### config.mk
export PLATFORM = sky130hd
export DESIGN_NAME = mide_core
export DESIGN_NICKNAME = d
export VERILOG_FILES = /design/src/shared/mide_pkg.sv /design/src/hdl/mide_core.sv
export SDC_FILE = /design/constraint.sdc
export NUM_CORES = 1
export LEC_CHECK = 0
export BUFFER_PORTS_ARGS = -buffer_cell sky130_fd_sc_hd__buf_2
export CORE_UTILIZATION = 58
export CTS_BUF_LIST = sky130_fd_sc_hd__clkbuf_8
export CTS_CLUSTER_DIAMETER = 40
export DETAILED_ROUTE_END_ITERATION = 10
export PLACE_DENSITY = 0.92
export SYNTH_ARGS = -nofsm -noshare
export SYNTH_HDL_FRONTEND = slang
export SYNTH_SLANG_ARGS = --single-unit
### constraint.sdc
create_clock -name clk_sys -period 3.9 [get_ports clk_sys]
set_clock_uncertainty 0.1 [all_clocks]
set_input_delay 0.585 -clock clk_sys [delete_from_list [all_inputs] [get_ports clk_sys]]
set_output_delay 0.585 -clock clk_sys [all_outputs]
set_load 0.01 [all_outputs]
### src/shared/mide_pkg.sv
// constants, operation codes and carriers for the decode/execute unit
// assumes a 14-bit instruction word and an 8-bit banked file register
package mide_pkg;

    // ***************************************************************
    // widths and instruction fields
    // ***************************************************************
    localparam int unsigned WORD_W  = 14;
    localparam int unsigned DATA_W  = 8;
    localparam int unsigned FADDR_W = 7;
    localparam int unsigned PCH_W   = 7;
    localparam int unsigned RADDR_W = 2;

    localparam int unsigned CLS_HI  = 13;  // class field, top two bits
    localparam int unsigned CLS_LO  = 12;
    localparam int unsigned NIB_HI  = 11;  // opcode nibble
    localparam int unsigned NIB_LO  = 8;
    localparam int unsigned DEST_B  = 7;   // destination select bit
    localparam int unsigned BSEL_HI = 9;   // bit select of bit ops
    localparam int unsigned BSEL_LO = 7;
    localparam int unsigned BKIND_HI = 11; // bit op kind
    localparam int unsigned BKIND_LO = 10;
    localparam int unsigned PCH_TAG_B = 7; // fixed one ahead of literal

    // ***************************************************************
    // class and opcode encodings
    // ***************************************************************
    localparam logic [1:0] CLS_BYTE = 2'h0;
    localparam logic [1:0] CLS_BIT  = 2'h1;
    localparam logic [1:0] CLS_LIT  = 2'h3;

    localparam logic [3:0] NIB_OR_FILE   = 4'h4;
    localparam logic [3:0] NIB_XOR_FILE  = 4'h6;
    localparam logic [3:0] NIB_DEC_SKIP  = 4'hb;
    localparam logic [3:0] NIB_RR_FILE   = 4'hc;
    localparam logic [3:0] NIB_RL_FILE   = 4'hd;
    localparam logic [3:0] NIB_INC_SKIP  = 4'hf;
    localparam logic [3:0] NIB_ADDC_FILE = 4'hd;
    localparam logic [3:0] NIB_SUBB_FILE = 4'hb;
    localparam logic [3:0] NIB_OR_LIT    = 4'h8;
    localparam logic [3:0] NIB_XOR_LIT   = 4'ha;
    localparam logic [3:0] NIB_SUB_LIT   = 4'hc;
    localparam logic [3:0] NIB_LOAD_PCH  = 4'h1;
    localparam logic [1:0] BKIND_SKIP_CLR = 2'h2;
    localparam logic [1:0] BKIND_SKIP_SET = 2'h3;

    // indirect access registers and their pointers
    localparam logic [6:0] IND0_ADDR = 7'h00;
    localparam logic [6:0] IND1_ADDR = 7'h01;

    // ***************************************************************
    // register port map, status layout, reset values
    // ***************************************************************
    localparam logic [1:0] OFF_W      = 2'h0;
    localparam logic [1:0] OFF_STATUS = 2'h1;
    localparam logic [1:0] OFF_PCH    = 2'h2;
    localparam int unsigned ST_C  = 0;
    localparam int unsigned ST_HC = 1;
    localparam int unsigned ST_Z  = 2;
    localparam logic [7:0] W_RST      = 8'h00;
    localparam logic [7:0] STATUS_RST = 8'h00;
    localparam logic [6:0] PCH_RST    = 7'h00;
    localparam logic [7:0] STATUS_MASK = 8'h07;

    typedef enum {
        OP_NOP, OP_ADD_CARRY_FILE, OP_SUB_BORROW_FILE,
        OP_ROTATE_RIGHT_FILE, OP_ROTATE_LEFT_FILE, OP_OR_FILE,
        OP_XOR_FILE, OP_DEC_SKIP_ZERO, OP_INC_SKIP_ZERO,
        OP_BIT_TEST_SKIP_CLEAR, OP_BIT_TEST_SKIP_SET, OP_OR_LITERAL,
        OP_SUB_FROM_LITERAL, OP_XOR_LITERAL, OP_LOAD_PC_HIGH_LATCH
    } mide_op_e;

    typedef struct packed {
        logic [6:0] addr;
        logic [7:0] data;
        logic       en;
    } mide_file_wr_s;

    typedef struct packed {
        logic [7:0] value;
        logic       c;
        logic       hc;
        logic       z;
        logic       wr_c;
        logic       wr_hc;
        logic       wr_z;
        logic       to_w;
        logic       to_f;
        logic       skip;
    } mide_result_s;

endpackage

### src/hdl/mide_core.sv
// decode and execute unit for file, skip, bit-skip and literal ops
// assumes file_rd_data answers file_rd_addr in the same cycle
//
// Function
// RQ1: add with carry: W plus f plus C
// RQ2: subtract with borrow: f minus W minus borrow
// RQ3: rotate right through carry, only C changes
// RQ4: rotate left through carry, only C changes
// RQ5: OR W with file register, Z only
// RQ6: XOR W with file register, Z only
// RQ7: decrement, skip when zero, no flags
// RQ8: increment, skip when zero, no flags
// RQ9: bit test, skip when selected bit clear
// RQ10: bit test, skip when selected bit set
// RQ11: OR literal into W, Z only
// RQ12: literal minus W into W, all three flags
// RQ13: XOR literal into W, Z only
// RQ14: load seven-bit literal into PC high latch
// RQ15: taken skip costs two instruction cycles
// RQ16: extra cycle is a no-operation
// RQ17: indirect access with pointer MSb adds cycle
// RQ18: destination bit picks W or file register
// RQ19: top two bits choose instruction class
`timescale 1ns/1ps

module mide_core
(
    // clock and reset
    input  wire logic                           clk_sys,
    input  wire logic                           reset,
    // instruction issue
    input  wire logic                           instr_valid,
    input  wire logic [mide_pkg::WORD_W-1:0]    instr_word,
    output logic                                instr_ready,
    // file register read and write
    output logic [mide_pkg::FADDR_W-1:0]        file_rd_addr,
    input  wire logic [mide_pkg::DATA_W-1:0]    file_rd_data,
    output mide_pkg::mide_file_wr_s             file_wr,
    // indirect pointer MSbs
    input  wire logic                           pointer0_msb,
    input  wire logic                           pointer1_msb,
    // execution results
    output logic [mide_pkg::DATA_W-1:0]         w_out,
    output logic [mide_pkg::DATA_W-1:0]         status_out,
    output logic [mide_pkg::PCH_W-1:0]          pc_high_latch_out,
    output logic                                skip_taken,
    output logic                                unsupported,
    // register port
    input  wire logic [mide_pkg::RADDR_W-1:0]   reg_addr,
    input  wire logic [mide_pkg::DATA_W-1:0]    reg_wdata,
    input  wire logic                           reg_wr,
    input  wire logic                           reg_rd,
    output logic [mide_pkg::DATA_W-1:0]         reg_rdata
);
    import mide_pkg::*;

    // ***************************************************************
    // decode
    // ***************************************************************

    // class from the top bits, then the opcode nibble
    function automatic mide_op_e decode_op(input logic [13:0] iw);
        mide_op_e   op;
        logic [3:0] nib;
        op  = OP_NOP;
        nib = iw[NIB_HI:NIB_LO];
        unique case (iw[CLS_HI:CLS_LO])                     // [RQ19]
            CLS_BYTE:
            begin
                if (nib == NIB_OR_FILE)       op = OP_OR_FILE;
                else if (nib == NIB_XOR_FILE) op = OP_XOR_FILE;
                else if (nib == NIB_RR_FILE)  op = OP_ROTATE_RIGHT_FILE;
                else if (nib == NIB_RL_FILE)  op = OP_ROTATE_LEFT_FILE;
                else if (nib == NIB_DEC_SKIP) op = OP_DEC_SKIP_ZERO;
                else if (nib == NIB_INC_SKIP) op = OP_INC_SKIP_ZERO;
            end
            CLS_BIT:
            begin
                if (iw[BKIND_HI:BKIND_LO] == BKIND_SKIP_CLR)
                    op = OP_BIT_TEST_SKIP_CLEAR;            // [RQ9]
                else if (iw[BKIND_HI:BKIND_LO] == BKIND_SKIP_SET)
                    op = OP_BIT_TEST_SKIP_SET;              // [RQ10]
            end
            CLS_LIT:
            begin
                if (nib == NIB_ADDC_FILE)      op = OP_ADD_CARRY_FILE;
                else if (nib == NIB_SUBB_FILE) op = OP_SUB_BORROW_FILE;
                else if (nib == NIB_OR_LIT)    op = OP_OR_LITERAL;
                else if (nib == NIB_XOR_LIT)   op = OP_XOR_LITERAL;
                else if (nib == NIB_SUB_LIT)   op = OP_SUB_FROM_LITERAL;
                else if (nib == NIB_LOAD_PCH && iw[PCH_TAG_B])
                    op = OP_LOAD_PC_HIGH_LATCH;             // [RQ14]
            end
            default: op = OP_NOP;
        endcase
        return op;
    endfunction

    // true for ops that read the addressed file register
    function automatic logic uses_file(input mide_op_e op);
        return !(op inside {OP_NOP, OP_OR_LITERAL, OP_XOR_LITERAL,
                            OP_SUB_FROM_LITERAL, OP_LOAD_PC_HIGH_LATCH});
    endfunction

    // ***************************************************************
    // state
    // ***************************************************************
    logic [7:0]   w_reg;
    logic [7:0]   w_next;
    logic [7:0]   status_reg;
    logic [7:0]   status_next;
    logic [6:0]   pch_reg;
    logic [6:0]   pch_next;
    logic [1:0]   extra_reg;
    logic         skip_reg;
    logic         unsup_reg;
    logic [7:0]   rdata_reg;
    mide_file_wr_s fwr_reg;

    mide_op_e     op;
    mide_result_s res;
    logic         take;
    logic         indirect_slow;
    logic [7:0]   lit;
    logic [2:0]   bsel;
    logic         dest_f;
    logic         c_in;
    logic [8:0]   sum;
    logic [4:0]   nsum;

    assign op           = decode_op(instr_word);
    assign instr_ready  = (extra_reg == 2'h0);              // [RQ15]
    assign take         = instr_valid && instr_ready;
    assign file_rd_addr = instr_word[FADDR_W-1:0];          // [RQ18]
    assign lit          = instr_word[DATA_W-1:0];
    assign bsel         = instr_word[BSEL_HI:BSEL_LO];
    assign dest_f       = instr_word[DEST_B];
    assign c_in         = status_reg[ST_C];

    // pointer MSb on an indirect address costs one cycle
    // literal ops carry no file address, so they never stall
    assign indirect_slow = uses_file(op)
        && ((file_rd_addr == IND0_ADDR && pointer0_msb)
            || (file_rd_addr == IND1_ADDR && pointer1_msb)); // [RQ17]

    // ***************************************************************
    // execute
    // ***************************************************************

    // adders shared by the arithmetic ops
    always_comb
    begin
        sum  = 9'h000;
        nsum = 5'h00;
        unique case (op)
            OP_ADD_CARRY_FILE:                              // [RQ1]
            begin
                sum  = {1'b0, w_reg} + {1'b0, file_rd_data} + {8'h00, c_in};
                nsum = {1'b0, w_reg[3:0]} + {1'b0, file_rd_data[3:0]}
                     + {4'h0, c_in};
            end
            OP_SUB_BORROW_FILE:                             // [RQ2]
            begin
                sum  = {1'b0, file_rd_data} + {1'b0, ~w_reg}
                     + {8'h00, c_in};
                nsum = {1'b0, file_rd_data[3:0]} + {1'b0, ~w_reg[3:0]}
                     + {4'h0, c_in};
            end
            OP_SUB_FROM_LITERAL:                            // [RQ12]
            begin
                sum  = {1'b0, lit} + {1'b0, ~w_reg} + 9'h001;
                nsum = {1'b0, lit[3:0]} + {1'b0, ~w_reg[3:0]} + 5'h01;
            end
            default:
            begin
                sum  = 9'h000;
                nsum = 5'h00;
            end
        endcase
    end

    // result, flag updates, destination and skip
    always_comb
    begin
        res        = '0;
        res.to_f   = dest_f && uses_file(op)
                   && !(op inside {OP_BIT_TEST_SKIP_CLEAR,
                                   OP_BIT_TEST_SKIP_SET}); // [RQ18]
        res.to_w   = !dest_f && res.to_f == 1'b0 && uses_file(op)
                   && !(op inside {OP_BIT_TEST_SKIP_CLEAR,
                                   OP_BIT_TEST_SKIP_SET});
        unique case (op)
            OP_ADD_CARRY_FILE, OP_SUB_BORROW_FILE:          // [RQ1] [RQ2]
            begin
                res.value = sum[7:0];
                {res.wr_c, res.wr_hc, res.wr_z} = 3'h7;
            end
            OP_SUB_FROM_LITERAL:                            // [RQ12]
            begin
                res.value = sum[7:0];
                res.to_w  = 1'b1;
                {res.wr_c, res.wr_hc, res.wr_z} = 3'h7;
            end
            OP_ROTATE_RIGHT_FILE:                           // [RQ3]
            begin
                res.value = {c_in, file_rd_data[7:1]};
                res.c     = file_rd_data[0];
                res.wr_c  = 1'b1;
            end
            OP_ROTATE_LEFT_FILE:                            // [RQ4]
            begin
                res.value = {file_rd_data[6:0], c_in};
                res.c     = file_rd_data[7];
                res.wr_c  = 1'b1;
            end
            OP_OR_FILE:                                     // [RQ5]
            begin
                res.value = w_reg | file_rd_data;
                res.wr_z  = 1'b1;
            end
            OP_XOR_FILE:                                    // [RQ6]
            begin
                res.value = w_reg ^ file_rd_data;
                res.wr_z  = 1'b1;
            end
            OP_DEC_SKIP_ZERO:                               // [RQ7]
            begin
                res.value = file_rd_data - 8'h01;
                res.skip  = (res.value == 8'h00);
            end
            OP_INC_SKIP_ZERO:                               // [RQ8]
            begin
                res.value = file_rd_data + 8'h01;
                res.skip  = (res.value == 8'h00);
            end
            OP_BIT_TEST_SKIP_CLEAR: res.skip = !file_rd_data[bsel]; // [RQ9]
            OP_BIT_TEST_SKIP_SET:   res.skip = file_rd_data[bsel];  // [RQ10]
            OP_OR_LITERAL:                                  // [RQ11]
            begin
                res.value = w_reg | lit;
                res.to_w  = 1'b1;
                res.wr_z  = 1'b1;
            end
            OP_XOR_LITERAL:                                 // [RQ13]
            begin
                res.value = w_reg ^ lit;
                res.to_w  = 1'b1;
                res.wr_z  = 1'b1;
            end
            default: res.value = 8'h00;
        endcase
        // subtract carry is the inverted borrow
        if (op inside {OP_ADD_CARRY_FILE, OP_SUB_BORROW_FILE,
                       OP_SUB_FROM_LITERAL})
        begin
            res.c  = sum[8];
            res.hc = nsum[4];
        end
        res.z = (res.value == 8'h00);
    end

    // ***************************************************************
    // architectural registers
    // ***************************************************************

    // next values, execution wins over a same-cycle port write
    always_comb
    begin
        w_next      = w_reg;
        status_next = status_reg;
        pch_next    = pch_reg;
        if (reg_wr && reg_addr == OFF_W)
            w_next = reg_wdata;
        if (reg_wr && reg_addr == OFF_STATUS)
            status_next = reg_wdata & STATUS_MASK;
        if (reg_wr && reg_addr == OFF_PCH)
            pch_next = reg_wdata[PCH_W-1:0];
        if (take)                                           // [RQ16]
        begin
            if (res.to_w)
                w_next = res.value;                         // [RQ18]
            if (res.wr_c || res.wr_hc || res.wr_z)
                status_next = status_reg;
            if (res.wr_c)
                status_next[ST_C] = res.c;
            if (res.wr_hc)
                status_next[ST_HC] = res.hc;
            if (res.wr_z)
                status_next[ST_Z] = res.z;
            if (op == OP_LOAD_PC_HIGH_LATCH)
                pch_next = lit[PCH_W-1:0];                  // [RQ14]
        end
    end

    // working register, status and high latch
    always_ff @(posedge clk_sys)
    begin
        if (reset)
        begin
            w_reg      <= W_RST;
            status_reg <= STATUS_RST;
            pch_reg    <= PCH_RST;
        end
        else
        begin
            w_reg      <= w_next;
            status_reg <= status_next;
            pch_reg    <= pch_next;
        end
    end

    // file write back, pulsed one cycle after the issue cycle
    always_ff @(posedge clk_sys)
    begin
        if (reset)
            fwr_reg <= '0;
        else
        begin
            fwr_reg.en   <= take && res.to_f;               // [RQ18]
            fwr_reg.addr <= file_rd_addr;
            fwr_reg.data <= res.value;
        end
    end

    // extra no-op cycles: taken skip plus slow indirect
    always_ff @(posedge clk_sys)
    begin
        if (reset)
            extra_reg <= 2'h0;
        else if (take)
            extra_reg <= {1'b0, res.skip}
                       + {1'b0, indirect_slow};             // [RQ15] [RQ17]
        else if (extra_reg != 2'h0)
            extra_reg <= extra_reg - 2'h1;                  // [RQ16]
    end

    // skip and unsupported-opcode pulses
    always_ff @(posedge clk_sys)
    begin
        if (reset)
        begin
            skip_reg  <= 1'b0;
            unsup_reg <= 1'b0;
        end
        else
        begin
            skip_reg  <= take && res.skip;
            unsup_reg <= take && op == OP_NOP;
        end
    end

    // register port read data, one cycle after the strobe
    always_ff @(posedge clk_sys)
    begin
        if (reset)
            rdata_reg <= 8'h00;
        else if (reg_rd)
            unique case (reg_addr)
                OFF_W:      rdata_reg <= w_reg;
                OFF_STATUS: rdata_reg <= status_reg;
                OFF_PCH:    rdata_reg <= {1'b0, pch_reg};
                default:    rdata_reg <= 8'h00;
            endcase
        else
            rdata_reg <= 8'h00;
    end

    assign w_out             = w_reg;
    assign status_out        = status_reg;
    assign pc_high_latch_out = pch_reg;
    assign file_wr           = fwr_reg;
    assign skip_taken        = skip_reg;
    assign unsupported       = unsup_reg;
    assign reg_rdata         = rdata_reg;
endmodule // mide_core

Yosys cells after proc, flatten, opt, wreduce, memory -nomap -nowiden
Index checks and enable logic that the tools add are counted.

Flip-flop bits (word level): 51. Output and inout port bits: 57. Logic and storage cells: 157.

Add/sub/neg operators: 16. Magnitude comparators: 1. Eq/ne operators: 35. Muxes and demuxes: 42. Bitwise gates (word level): 8. Reduce and logical (&&, ||, !) cells: 42.

Operators by type and width (count): == test 32 x 4 -> 1 bit (second input constant) (7); == test 32 x 3 -> 1 bit (second input constant) (4); one-hot mux 32 bit (3 select lines) (1); one-hot mux 8 bit (9 select lines) (1); == test 32 x 2 -> 1 bit (second input constant) (2); logical NOT 32 bit (2); 2-to-1 mux 4 bit (14); 2-to-1 mux 8 bit (6); == test 32 x 1 -> 1 bit (second input constant) (1); == test 32 x 5 -> 1 bit (second input constant) (1); adder 8 x 8 -> 9 bit (3); one-hot mux 9 bit (3 select lines) (1); == test 4 bit (second input constant) (6); logical NOT 8 bit (3); one-hot mux 8 bit (3 select lines) (1); 2-to-1 mux 7 bit (3); adder 9 x 1 -> 9 bit (2); logical AND 1 bit (16); bitwise OR 8 bit (2); bitwise XOR 8 bit (2); adder 4 x 4 -> 5 bit (3); one-hot mux 5 bit (3 select lines) (1); adder 5 x 1 -> 5 bit (2); adder 9 x 1 -> 9 bit (second input constant) (1); 32 further kinds (59).

Depth between registers and ports, before layout
Gate-level depths: netlist of the first run.

Depth in word-level cells: 21. Gate-level depth with buffers: 14. Mapped depth without buffers: 13.

Worst setup path before layout of the first run
No wires, ideal clock.

Path type: in2reg. From: in file_rd_data[0] (netlist bit). To: reg status_reg[2], in the netlist status_out[2]. Setup time: 0.116 ns. Data arrival time: 3.255 ns. Slack: 0.429 ns. Stages: 13. Path buffers: 1. Cells stage by stage: clkbuf_1 > inv_1 > fa_1 > fa_1 > o21ba_2 > o21ai_0 > a21o_1 > a21oi_1 > o22ai_1 > a22oi_1 > and4_1 > and2_1 > a41o_1.

Word-level cells in the longest chain between the ends: 7.

RTL lines: start, declared (line mide_core.sv:37) `input wire logic [mide_pkg::DATA_W-1:0] file_rd_data,`; adder 8 x 8 -> 9 bit (on tied branches) (line mide_core.sv:164, mide_core.sv:158); adder 9 x 1 -> 9 bit (on tied branches) (line mide_core.sv:165, mide_core.sv:158); one-hot mux 9 bit (3 select lines) (line mide_core.sv:155) `unique case (op)`; one-hot mux 8 bit (9 select lines) (*) (line mide_core.sv:192) `unique case (op)`; logical NOT 8 bit (*) (line mide_core.sv:259) `res.z = (res.value == 8'h00);`; 2-to-1 mux 1 bit (*) (line mide_core.sv:288) `if (res.wr_z)`; 2-to-1 mux 8 bit (*) (line mide_core.sv:278) `if (take)`; end signal, assigned (line mide_core.sv:307) `status_reg <= status_next;`; end, declared (line mide_core.sv:110) `logic [7:0] status_reg;`.

Mark *: on every way between the ends. The rest lies on a longest branch, timed or not. A chain may end at the register's enable or synchronous reset.

Final worst setup path of the first run
From: in file_rd_data[0] (netlist bit). To: reg status_reg[0], in the netlist status_out[0].

Word-level cells in the longest chain between the ends: 6.

RTL lines: adder 8 x 8 -> 9 bit (on tied branches) (line mide_core.sv:164, mide_core.sv:158); adder 9 x 1 -> 9 bit (on tied branches) (line mide_core.sv:165, mide_core.sv:158); one-hot mux 9 bit (3 select lines) (line mide_core.sv:155); 2-to-1 mux 2 bit (*) (line mide_core.sv:253) `if (op inside {OP_ADD_CARRY_FILE, OP_SUB_BORROW_FILE,`; 2-to-1 mux 1 bit (*) (line mide_core.sv:284) `if (res.wr_c)`; 2-to-1 mux 8 bit (*) (line mide_core.sv:278).

Marks and branches as above.

==> impl_metrics.json, run 1 <==
{
  "worst_ir_drop_vdd_mv": 0.275,
  "run_status": "completed",
  "netlist_area_mm2": 0.00472,
  "routed_via_density": 6.74,
  "reg2reg_depth": 12,
  "cts_resized": 0,
  "avgSynthCellArea_um2": 7.83,
  "cp.required_ps": 3970,
  "holdPathEnd": "extra_reg[0]$_SDFFE_PP0P_",
  "synthFlopType": "dfxtp_1",
  "drtAntennaViolNets": 0,
  "wl_per_cell_um": 21.4,
  "cts_buffer_depth": 2,
  "path_buf_inv": 3,
  "cts-hold-fix-buffers": 0,
  "synth_top_area_frac": 0.195,
  "core_area_mm2": 0.00781,
  "cp_cell_sequence": "buf_2, inv_1, fa_1, inv_1, fa_1, a21o_1, a21oi_1, o31ai_1, a21o_1, a21oi_1, nor2_1, a221o_1, o21bai_1, a21oi_1",
  "synthArstFlopShare": 0,
  "place_hpwl_um": 12600,
  "track_usage": 0.390,
  "synth-simple-area-share": 0.237,
  "min_delay_path_depth": 2,
  "portBuffers": 90,
  "synth_warnings": 0,
  "antenna_found_initial": 0,
  "yosysTopAreaCell": "dfxtp_1",
  "setup_viol": 0,
  "synth_top_family_by_area": "compound AO/OA/AOI/OAI gates",
  "synth_xor_xnor_area_share": 0.0334,
  "first_global_vias": 4970,
  "die-area_mm2": 0.00850,
  "io_pins": 96,
  "cts_tree": "built",
  "min_period_ps": 3370,
  "rows": 32,
  "crit_family": "compound AO/OA/AOI/OAI gates",
  "diodes": 0,
  "fp.dieW_um": 92.2,
  "place_congestion": 1.04,
  "intPower_mw": 0.934,
  "hold_violations": 0,
  "start_util": 0.604,
  "totalWireLength_um": 16700,
  "cp_slowest_cell": "fa_1",
  "ys_top_cells_by_count": "nor2_1 (81), a21oi_1 (47), dfxtp_1 (46), inv_1 (33), ha_1 (28)",
  "rr_startpoint": "w_out[0]$_SDFF_PP0_",
  "drt_iter0_drc": 734,
  "post-cts-setup-buffer-count": 0,
  "cts-htree-levels": 2,
  "grt_pass1_wl_um": 25800,
  "synth.area.top_cells": "dfxtp_1 (20%), ha_1 (7.4%), nor2_1 (6.4%)",
  "grt_max_degree": 38,
  "relSlewSlack": 0.396,
  "fp.dieH_um": 92.2,
  "grt_overflow": 0,
  "critPathMostFrequentCell": "a21oi_1",
  "startpoint": "file_rd_data[0]",
  "dr.pass1.iters": 6,
  "hold_class": "register to register",
  "clock_latency_ps": 310,
  "synth_compound_area_frac": 0.291,
  "power_mw": 1.63,
  "combPwrFrac": 0.476,
  "largest_reg_flops": 16,
  "power.leakage_nw": 2.37,
  "vias": 5260,
  "p_seq_frac": 0.336,
  "power.density_mw_per_mm2": 307,
  "synth_fa_ha_area_frac": 0.0954,
  "fmax_mhz": 297,
  "cts-root-buf": "clkbuf_8",
  "drcViolationCount": 0,
  "fin_crit_sh": 0.863,
  "yosysSeqAreaShare": 0.195,
  "cts-buffers-inserted": 5,
  "timing.rr.end": "status_out[2]$_SDFFE_PP0P_",
  "synthDistinctLibCells": 91,
  "critPathCaptureType": "register",
  "min_from": "extra_reg[0]$_SDFFE_PP0P_",
  "yosys.cell_count.top_type": "nor2_1",
  "switchingPower_mw": 0.692,
  "final_nets": 749,
  "drive_above_1_share": 0.217,
  "p_clk_frac": 0.188,
  "synth_mux_area_frac": 0.0589,
  "nFillCells": 705,
  "area_delta_synth_final_pct": 12.3,
  "syn_inst": 603,
  "synth-edff-count": 0,
  "critPathMaxFanout": 8,
  "cap_violations": 0,
  "p_sw_frac": 0.425,
  "rsz0062_at_grt": "false",
  "path_class": "input pin to register",
  "critPathArrivalTime_ps": 3440,
  "drv_slew": 0,
  "clk_pin_slew_ps": 90,
  "crit_path_start_kind": "input pin",
  "slowest_delay_ps": 410,
  "cts.sinks": 46,
  "fin_tns_setup_ps": 0,
  "r2r_setup_slack_ps": 560,
  "ys_seq_elements": 46,
  "tightestPinTransition_ps": 895
}
-- worst min-delay path: cells and delay by family, from the launching register on --
kind | cells | cell delay, ps
flops | 1 | 310
buf+inv | 1 | 90
compound gates | 1 | 90
-- layout make-up --
class                   instances  area [µm²]  area share
repair buffers                114         643       0.121
inverters                      33         124      0.0234
well taps                     102         128      0.0241
multi-input cells             477        3390       0.640
flip-flops and latches         46         921       0.174
clock inverters                 3        21.3     0.00401
clock buffers                   5        68.8      0.0130
-- cells in the final DEF (no fill, tap or decap), types with 4 or more instances in the layout --
cell	count
and3_1	10
xnor2_1	14
o21bai_1	7
a21oi_1	47
and4_1	5
xor2_1	4
and2_1	7
o21ai_1	4
a22oi_1	6
nor2_1	81
o21ai_0	17
ha_1	28
nor2b_1	11
o21a_1	4
nor4_1	4
a221oi_1	13
nand3_1	13
conb_1	5
mux2i_1	21
nand2_1	24
fa_1	5
dfxtp_1	46
nand4_1	5
buf_4	23
nand2b_1	5
buf_2	90
clkbuf_8	5
a221o_1	9
a21o_1	7
o22ai_1	4
inv_1	33
nor3_1	16
a211oi_1	14
nand3b_1	4
nor3b_1	5
-- layer usage --
| metal | wire (µm) | vias up | global-route usage |
|---|---|---|---|
| met5 | 0 | - | 0 |
| met1 | 6650 | 2421 | 0.510 |
| met2 | 7590 | 395 | 0.642 |
| li1 | - | 2366 | - |
| met3 | 1770 | 78 | 0.0638 |
| met4 | 695 | 0 | 0.148 |
-- power by group through the flow --
| stage | sequential (mW) | clock (mW) | combinational [mW] |
|---|---|---|---|
| 2_1_floorplan | 0.566 | 0 | 0.501 |
| 3_3_place_gp | 0.554 | 0 | 0.731 |
| 3_5_place_dp | 0.556 | 0 | 0.744 |
| 4_1_cts | 0.545 | 0.300 | 0.751 |
| 5_1_grt | 0.551 | 0.317 | 0.829 |
| 6_report | 0.547 | 0.305 | 0.774 |
-- through the flow --
step	setup WS [ps]	cell area [µm²]	hold slack, ps	utilization	instances
after floorplan	429	4730	375	-	607
after global placement	283	5210	388	0.667	772
after detailed placement	304	5210	422	0.667	772
after CTS	613	5300	437	0.679	780
after global routing	350	5300	463	0.679	780
final	532	5300	429	0.679	780
-- how the worst max path moves through the flow --
stage,slack (ps),end,depth (start not counted)
CTS,610,status_out[2]$_SDFFE_PP0P_,12
global placement,280,status_out[0]$_SDFFE_PP0P_,14
finish,530,status_out[0]$_SDFFE_PP0P_,14
global route,350,status_out[0]$_SDFFE_PP0P_,14
detailed placement,300,status_out[0]$_SDFFE_PP0P_,14
floorplan,430,status_out[2]$_SDFFE_PP0P_,13
-- cell families (layout without fill, tap and decap cells) --
| kind of cell | count (synthesis) | in the layout |
|---|---|---|
| flip-flops | 46 | 46 |
| AND/OR/NAND/NOR | 211 | 211 |
| other | 1 | 5 |
| buffers and inverters | 84 | 155 |
| adder cells (fa/ha/maj) | 33 | 33 |
| multiplexers | 25 | 25 |
| AO/OA/AOI/OAI | 185 | 185 |
| XOR/XNOR | 18 | 18 |
No activity file was read; power rests on OpenSTA's default activity.
==> run 2: changes to the inputs <==
CTS_BUF_LIST = sky130_fd_sc_hd__clkbuf_4   (was sky130_fd_sc_hd__clkbuf_8)
==> impl_metrics.json, run 2 (synthesized netlist as in run 1, its figures left out) <==
{
  "run_status": "completed",
  "diodes": 0,
  "grt_overflow": 0,
  "final_nets": 749,
  "io_pins": 96,
  "critPathCaptureType": "register",
  "crit_path_start_kind": "register",
  "area_delta_synth_final_pct": 11.6,
  "critPathArrivalTime_ps": 3510,
  "relSlewSlack": 0.387,
  "hold_violations": 0,
  "drt_iter0_drc": 847,
  "dr.pass1.iters": 6,
  "start_util": 0.604,
  "power.density_mw_per_mm2": 296,
  "cp.required_ps": 4080,
  "cts_tree": "built",
  "drive_above_1_share": 0.217,
  "cts-root-buf": "clkbuf_4",
  "routed_via_density": 6.68,
  "power.leakage_nw": 2.36,
  "cts_buffer_depth": 2,
  "core_area_mm2": 0.00781,
  "grt_max_degree": 38,
  "drv_slew": 0,
  "ff_latch_area_um2": 921,
  "critPathMaxFanout": 6,
  "die-area_mm2": 0.00850,
  "multi_input_area_mm2": 0.00339,
  "cts.sinks": 46,
  "drtAntennaViolNets": 0,
  "totalWireLength_um": 16500,
  "cts_resized": 0,
  "rsz0062_at_grt": "false",
  "clock_latency_ps": 380,
  "drcViolationCount": 0,
  "post-cts-setup-buffer-count": 0,
  "setup_viol": 0,
  "tightestPinTransition_ps": 908,
  "antenna_found_initial": 0,
  "path_class": "register to register",
  "fin_crit_sh": 0.854,
  "first_global_vias": 4976,
  "final_common_cell": "buf_2",
  "cap_violations": 0,
  "portBuffers": 90,
  "whs_ps": 412,
  "fp.dieH_um": 92.2,
  "nFillCells": 705,
  "layout_common_cells": "buf_2 (90), nor2_1 (81), a21oi_1 (47)",
  "worst_ir_drop_vdd_mv": 0.271,
  "hold_class": "input pin to register",
  "grt_pass1_wl_um": 25700,
  "fin_tns_setup_ps": 0,
  "place_hpwl_um": 12600,
  "largest_reg_flops": 16,
  "min_period_ps": 3330,
  "cts-htree-levels": 2,
  "wl_per_cell_um": 21.2,
  "track_usage": 0.388,
  "r2r_setup_slack_ps": 570,
  "cts-hold-fix-buffers": 0,
  "vias": 5210,
  "clk_pin_slew_ps": 150,
  "rows": 32,
  "fp.dieW_um": 92.2,
  "cts-buffers-inserted": 5,
  "place_congestion": 1.04,
  "fmax_mhz": 300
}
[run 2: cell types whose count changed in the layout (fill, tap and decap cells not counted)]
cell	change
clkbuf_4	+5
clkbuf_8	-5
[run 2: report_power, final]
group	leakage [nW]	internal, mW	switching, mW
registers	0.376	0.514	0.0332
logic	1.95	0.294	0.477
clock network	0.0312	0.0704	0.170
total	2.36	0.878	0.680
[run 2: layout make-up]
| cell class | count | area share |
|---|---|---|
| well taps | 102 | 0.0242 |
| repair buffers | 114 | 0.122 |
| multi-input cells | 477 | 0.644 |
| clock inverters | 3 | 0.00404 |
| inverters | 33 | 0.0235 |
| clock buffers | 5 | 0.00712 |
| flip-flops and latches | 46 | 0.175 |
[run 2: worst max-delay path, cell delays in order, from the launching register on]
cell and delay, ps:
dfxtp_1 520, inv_1 150, fa_1 470, fa_1 460
o21ba_2 220, o21ai_0 220, buf_4 180, nand4_1 120
o21ai_0 110, nor3_1 80, o211a_1 200, and2_1 190
a41o_1 200
[run 2: per-stage QoR]
step	instance area (µm²)	utilization	setup slack (ps)	cells	total power, mW
after floorplan	4730	-	429	607	1.07
after global placement	5210	0.667	283	772	1.29
after detailed placement	5210	0.667	304	772	1.30
after CTS	5270	0.675	604	780	1.53
after global routing	5270	0.675	395	780	1.64
final	5270	0.675	567	780	1.56
[run 2: worst paths after layout]
path                                   from                    endpoint  cells past startpoint
hold / removal                  instr_valid   extra_reg[0]$_SDFFE_PP0P_                      3
setup reg to reg        w_out[0]$_SDFF_PP0_  status_out[2]$_SDFFE_PP0P_                     12
setup / recovery        w_out[0]$_SDFF_PP0_  status_out[2]$_SDFFE_PP0P_                     12
hold reg to reg   extra_reg[0]$_SDFFE_PP0P_   extra_reg[0]$_SDFFE_PP0P_                      2
[run 2: metal layers]
layer	global-route usage	wire length (µm)	vias to the layer above
met5	0	0	-
met3	0.0829	1790	59
met2	0.628	7500	386
met4	0.150	560	0
li1	-	-	2354
met1	0.504	6680	2411
==> run 3: changes to the inputs <==
ABC_AREA = 1   (was unset)
CORE_ASPECT_RATIO = 0.75   (was unset)
PLACE_DENSITY = 0.91   (was 0.92)
REMOVE_ABC_BUFFERS = 1   (was unset)
==> impl_metrics.json, run 3 <==
{
  "run_status": "completed",
  "hold_class": "register to register",
  "grt_pass1_wl_um": 24700,
  "holdPathEnd": "reg_rdata[4]$_SDFF_PP0_",
  "crit_path_start_kind": "register",
  "ff_latch_area_um2": 921,
  "synthFlopType": "dfxtp_1",
  "yosys.cell_count.top_type": "nand2_1",
  "syn_inst": 779,
  "final_common_cell": "nand2_1",
  "place_hpwl_um": 12600,
  "io_pins": 96,
  "netlist_area_mm2": 0.00482,
  "cts-buffers-inserted": 5,
  "antenna_found_initial": 0,
  "grt_overflow": 0,
  "cts_tree": "built",
  "cts.sinks": 46,
  "clk_pin_slew_ps": 150,
  "relSlewSlack": 0.424,
  "rsz0062_at_grt": "false",
  "setup_viol": 0,
  "start_util": 0.604,
  "totalWireLength_um": 15900,
  "final_nets": 923,
  "first_global_vias": 4811,
  "cts_resized": 0,
  "whs_ps": 394,
  "yosysSeqAreaShare": 0.191,
  "grt_max_degree": 22,
  "rows": 28,
  "core_area_mm2": 0.00799,
  "cts-hold-fix-buffers": 0,
  "drt_iter0_drc": 679,
  "cts-htree-levels": 2,
  "path_class": "register to register",
  "place_congestion": 1.10,
  "yosysTopAreaCell": "dfxtp_1",
  "avgSynthCellArea_um2": 6.19,
  "nFillCells": 764,
  "wl_per_cell_um": 16.7,
  "fp.dieH_um": 81.0,
  "critPathMaxFanout": 6,
  "timing.rr.end": "status_out[2]$_SDFFE_PP0P_",
  "power.leakage_nw": 2.83,
  "multi_input_area_mm2": 0.00333,
  "critPathArrivalTime_ps": 3500,
  "drive_above_1_share": 0.174,
  "drv_slew": 0,
  "layout_common_cells": "nand2_1 (191), inv_1 (96), buf_2 (90)",
  "tightestPinTransition_ps": 861,
  "fin_tns_setup_ps": 0,
  "clock_latency_ps": 370,
  "post-cts-setup-buffer-count": 0,
  "power.density_mw_per_mm2": 314,
  "fmax_mhz": 306,
  "cts_buffer_depth": 2,
  "synth.area.top_cells": "dfxtp_1 (19%), nand2_1 (15%), nand3_1 (7.5%)",
  "fin_crit_sh": 0.839,
  "wl_met1_um": 6670,
  "reg2reg_depth": 16,
  "largest_reg_flops": 16,
  "min_from": "pc_high_latch_out[4]$_SDFF_PP0_",
  "ys_top_cells_by_count": "nand2_1 (191), inv_1 (96), nor2_1 (74), nand3_1 (72), dfxtp_1 (46)",
  "min_period_ps": 3270,
  "routed_via_density": 5.95,
  "portBuffers": 90,
  "area_delta_synth_final_pct": 10.5,
  "synth_warnings": 0,
  "synth-edff-count": 0,
  "worst_ir_drop_vdd_mv": 0.253,
  "die-area_mm2": 0.00869,
  "track_usage": 0.368,
  "maxUsedRoutingLayer": "met4",
  "diodes": 0,
  "power_mw": 1.68,
  "ys_seq_elements": 46,
  "hold_violations": 0,
  "critPathCaptureType": "register",
  "cts-root-buf": "clkbuf_4",
  "met2WireLength_um": 6450,
  "r2r_setup_slack_ps": 630,
  "rr_startpoint": "w_out[0]$_SDFF_PP0_",
  "dr_wl_met3_um": 2360,
  "cp.required_ps": 4130,
  "cap_violations": 0,
  "drtAntennaViolNets": 0,
  "synthArstFlopShare": 0,
  "synthDistinctLibCells": 47,
  "synth_top_area_frac": 0.191,
  "min_delay_path_depth": 2,
  "fp.dieW_um": 107,
  "dr.pass1.iters": 5,
  "drcViolationCount": 0,
  "vias": 5698
}
==> run 3: cells by family (layout without fill, tap and decap cells) <==
kind of cell | Yosys count | in the layout | synth area share
simple gates | 419 | 419 | 0.407
buf+inv | 134 | 203 | 0.121
compound gates | 120 | 120 | 0.138
flops | 46 | 46 | 0.191
fa+ha+maj | 33 | 33 | 0.0934
xor+xnor | 24 | 24 | 0.0436
mux | 2 | 2 | 0.00467
other cells | 1 | 5 | 0.000777
==> run 3: per-stage QoR <==
stage / cells / util / setup slack [ps] / instance area (µm²)
after floorplan: 750 / - / 1040 / 4630
after global placement: 949 / 0.657 / 603 / 5250
after detailed placement: 949 / 0.657 / 510 / 5250
after CTS: 957 / 0.667 / 743 / 5330
after global routing: 957 / 0.667 / 401 / 5330
final: 957 / 0.667 / 630 / 5330
==> run 3: worst max path at each step <==
| stage | start | endpoint | slack [ps] |
|---|---|---|---|
| 6_report | w_out[0]$_SDFF_PP0_ | status_out[2]$_SDFFE_PP0P_ | 630 |
| 5_1_grt | w_out[0]$_SDFF_PP0_ | status_out[2]$_SDFFE_PP0P_ | 400 |
| 4_1_cts | w_out[0]$_SDFF_PP0_ | status_out[2]$_SDFFE_PP0P_ | 740 |
| 3_5_place_dp | file_rd_data[0] | status_out[2]$_SDFFE_PP0P_ | 510 |
| 3_3_place_gp | file_rd_data[0] | status_out[2]$_SDFFE_PP0P_ | 600 |
| 2_1_floorplan | file_rd_data[0] | status_out[2]$_SDFFE_PP0P_ | 1040 |
==> run 3: layout make-up <==
| cell class | instances | area share |
|---|---|---|
| clock buffers | 6 | 0.00845 |
| clock inverters | 2 | 0.00704 |
| inverters | 101 | 0.0711 |
| multi-input cells | 603 | 0.626 |
| flip-flops and latches | 46 | 0.173 |
| well taps | 105 | 0.0247 |
| repair buffers | 94 | 0.0902 |
==> run 3: worst max-delay path: stages (launching register included) <==
cell and delay, ps:
dfxtp_1 580, inv_1 280, fa_1 510, fa_1 430, inv_1 90, nand4_1 100, nand3_1 130, xor2_1 140
nand3b_1 120, nand2_1 50, a21oi_1 170, nand3_1 130, nor2_1 120, nand3_1 70, nor2_1 100, nor2_1 40
nor2_1 70
==> run 3: power breakdown <==
group | internal (mW) | leakage [nW] | switching (mW)
registers | 0.516 | 0.376 | 0.0383
clock network | 0.142 | 0.0419 | 0.161
logic | 0.279 | 2.41 | 0.539
==> run 3: layer usage <==
layer / global-route usage / vias to the layer above
li1: - / 2687
met2: 0.548 / 422
met1: 0.519 / 2547
met5: 0 / -
met3: 0.0955 / 42
met4: 0.110 / 0
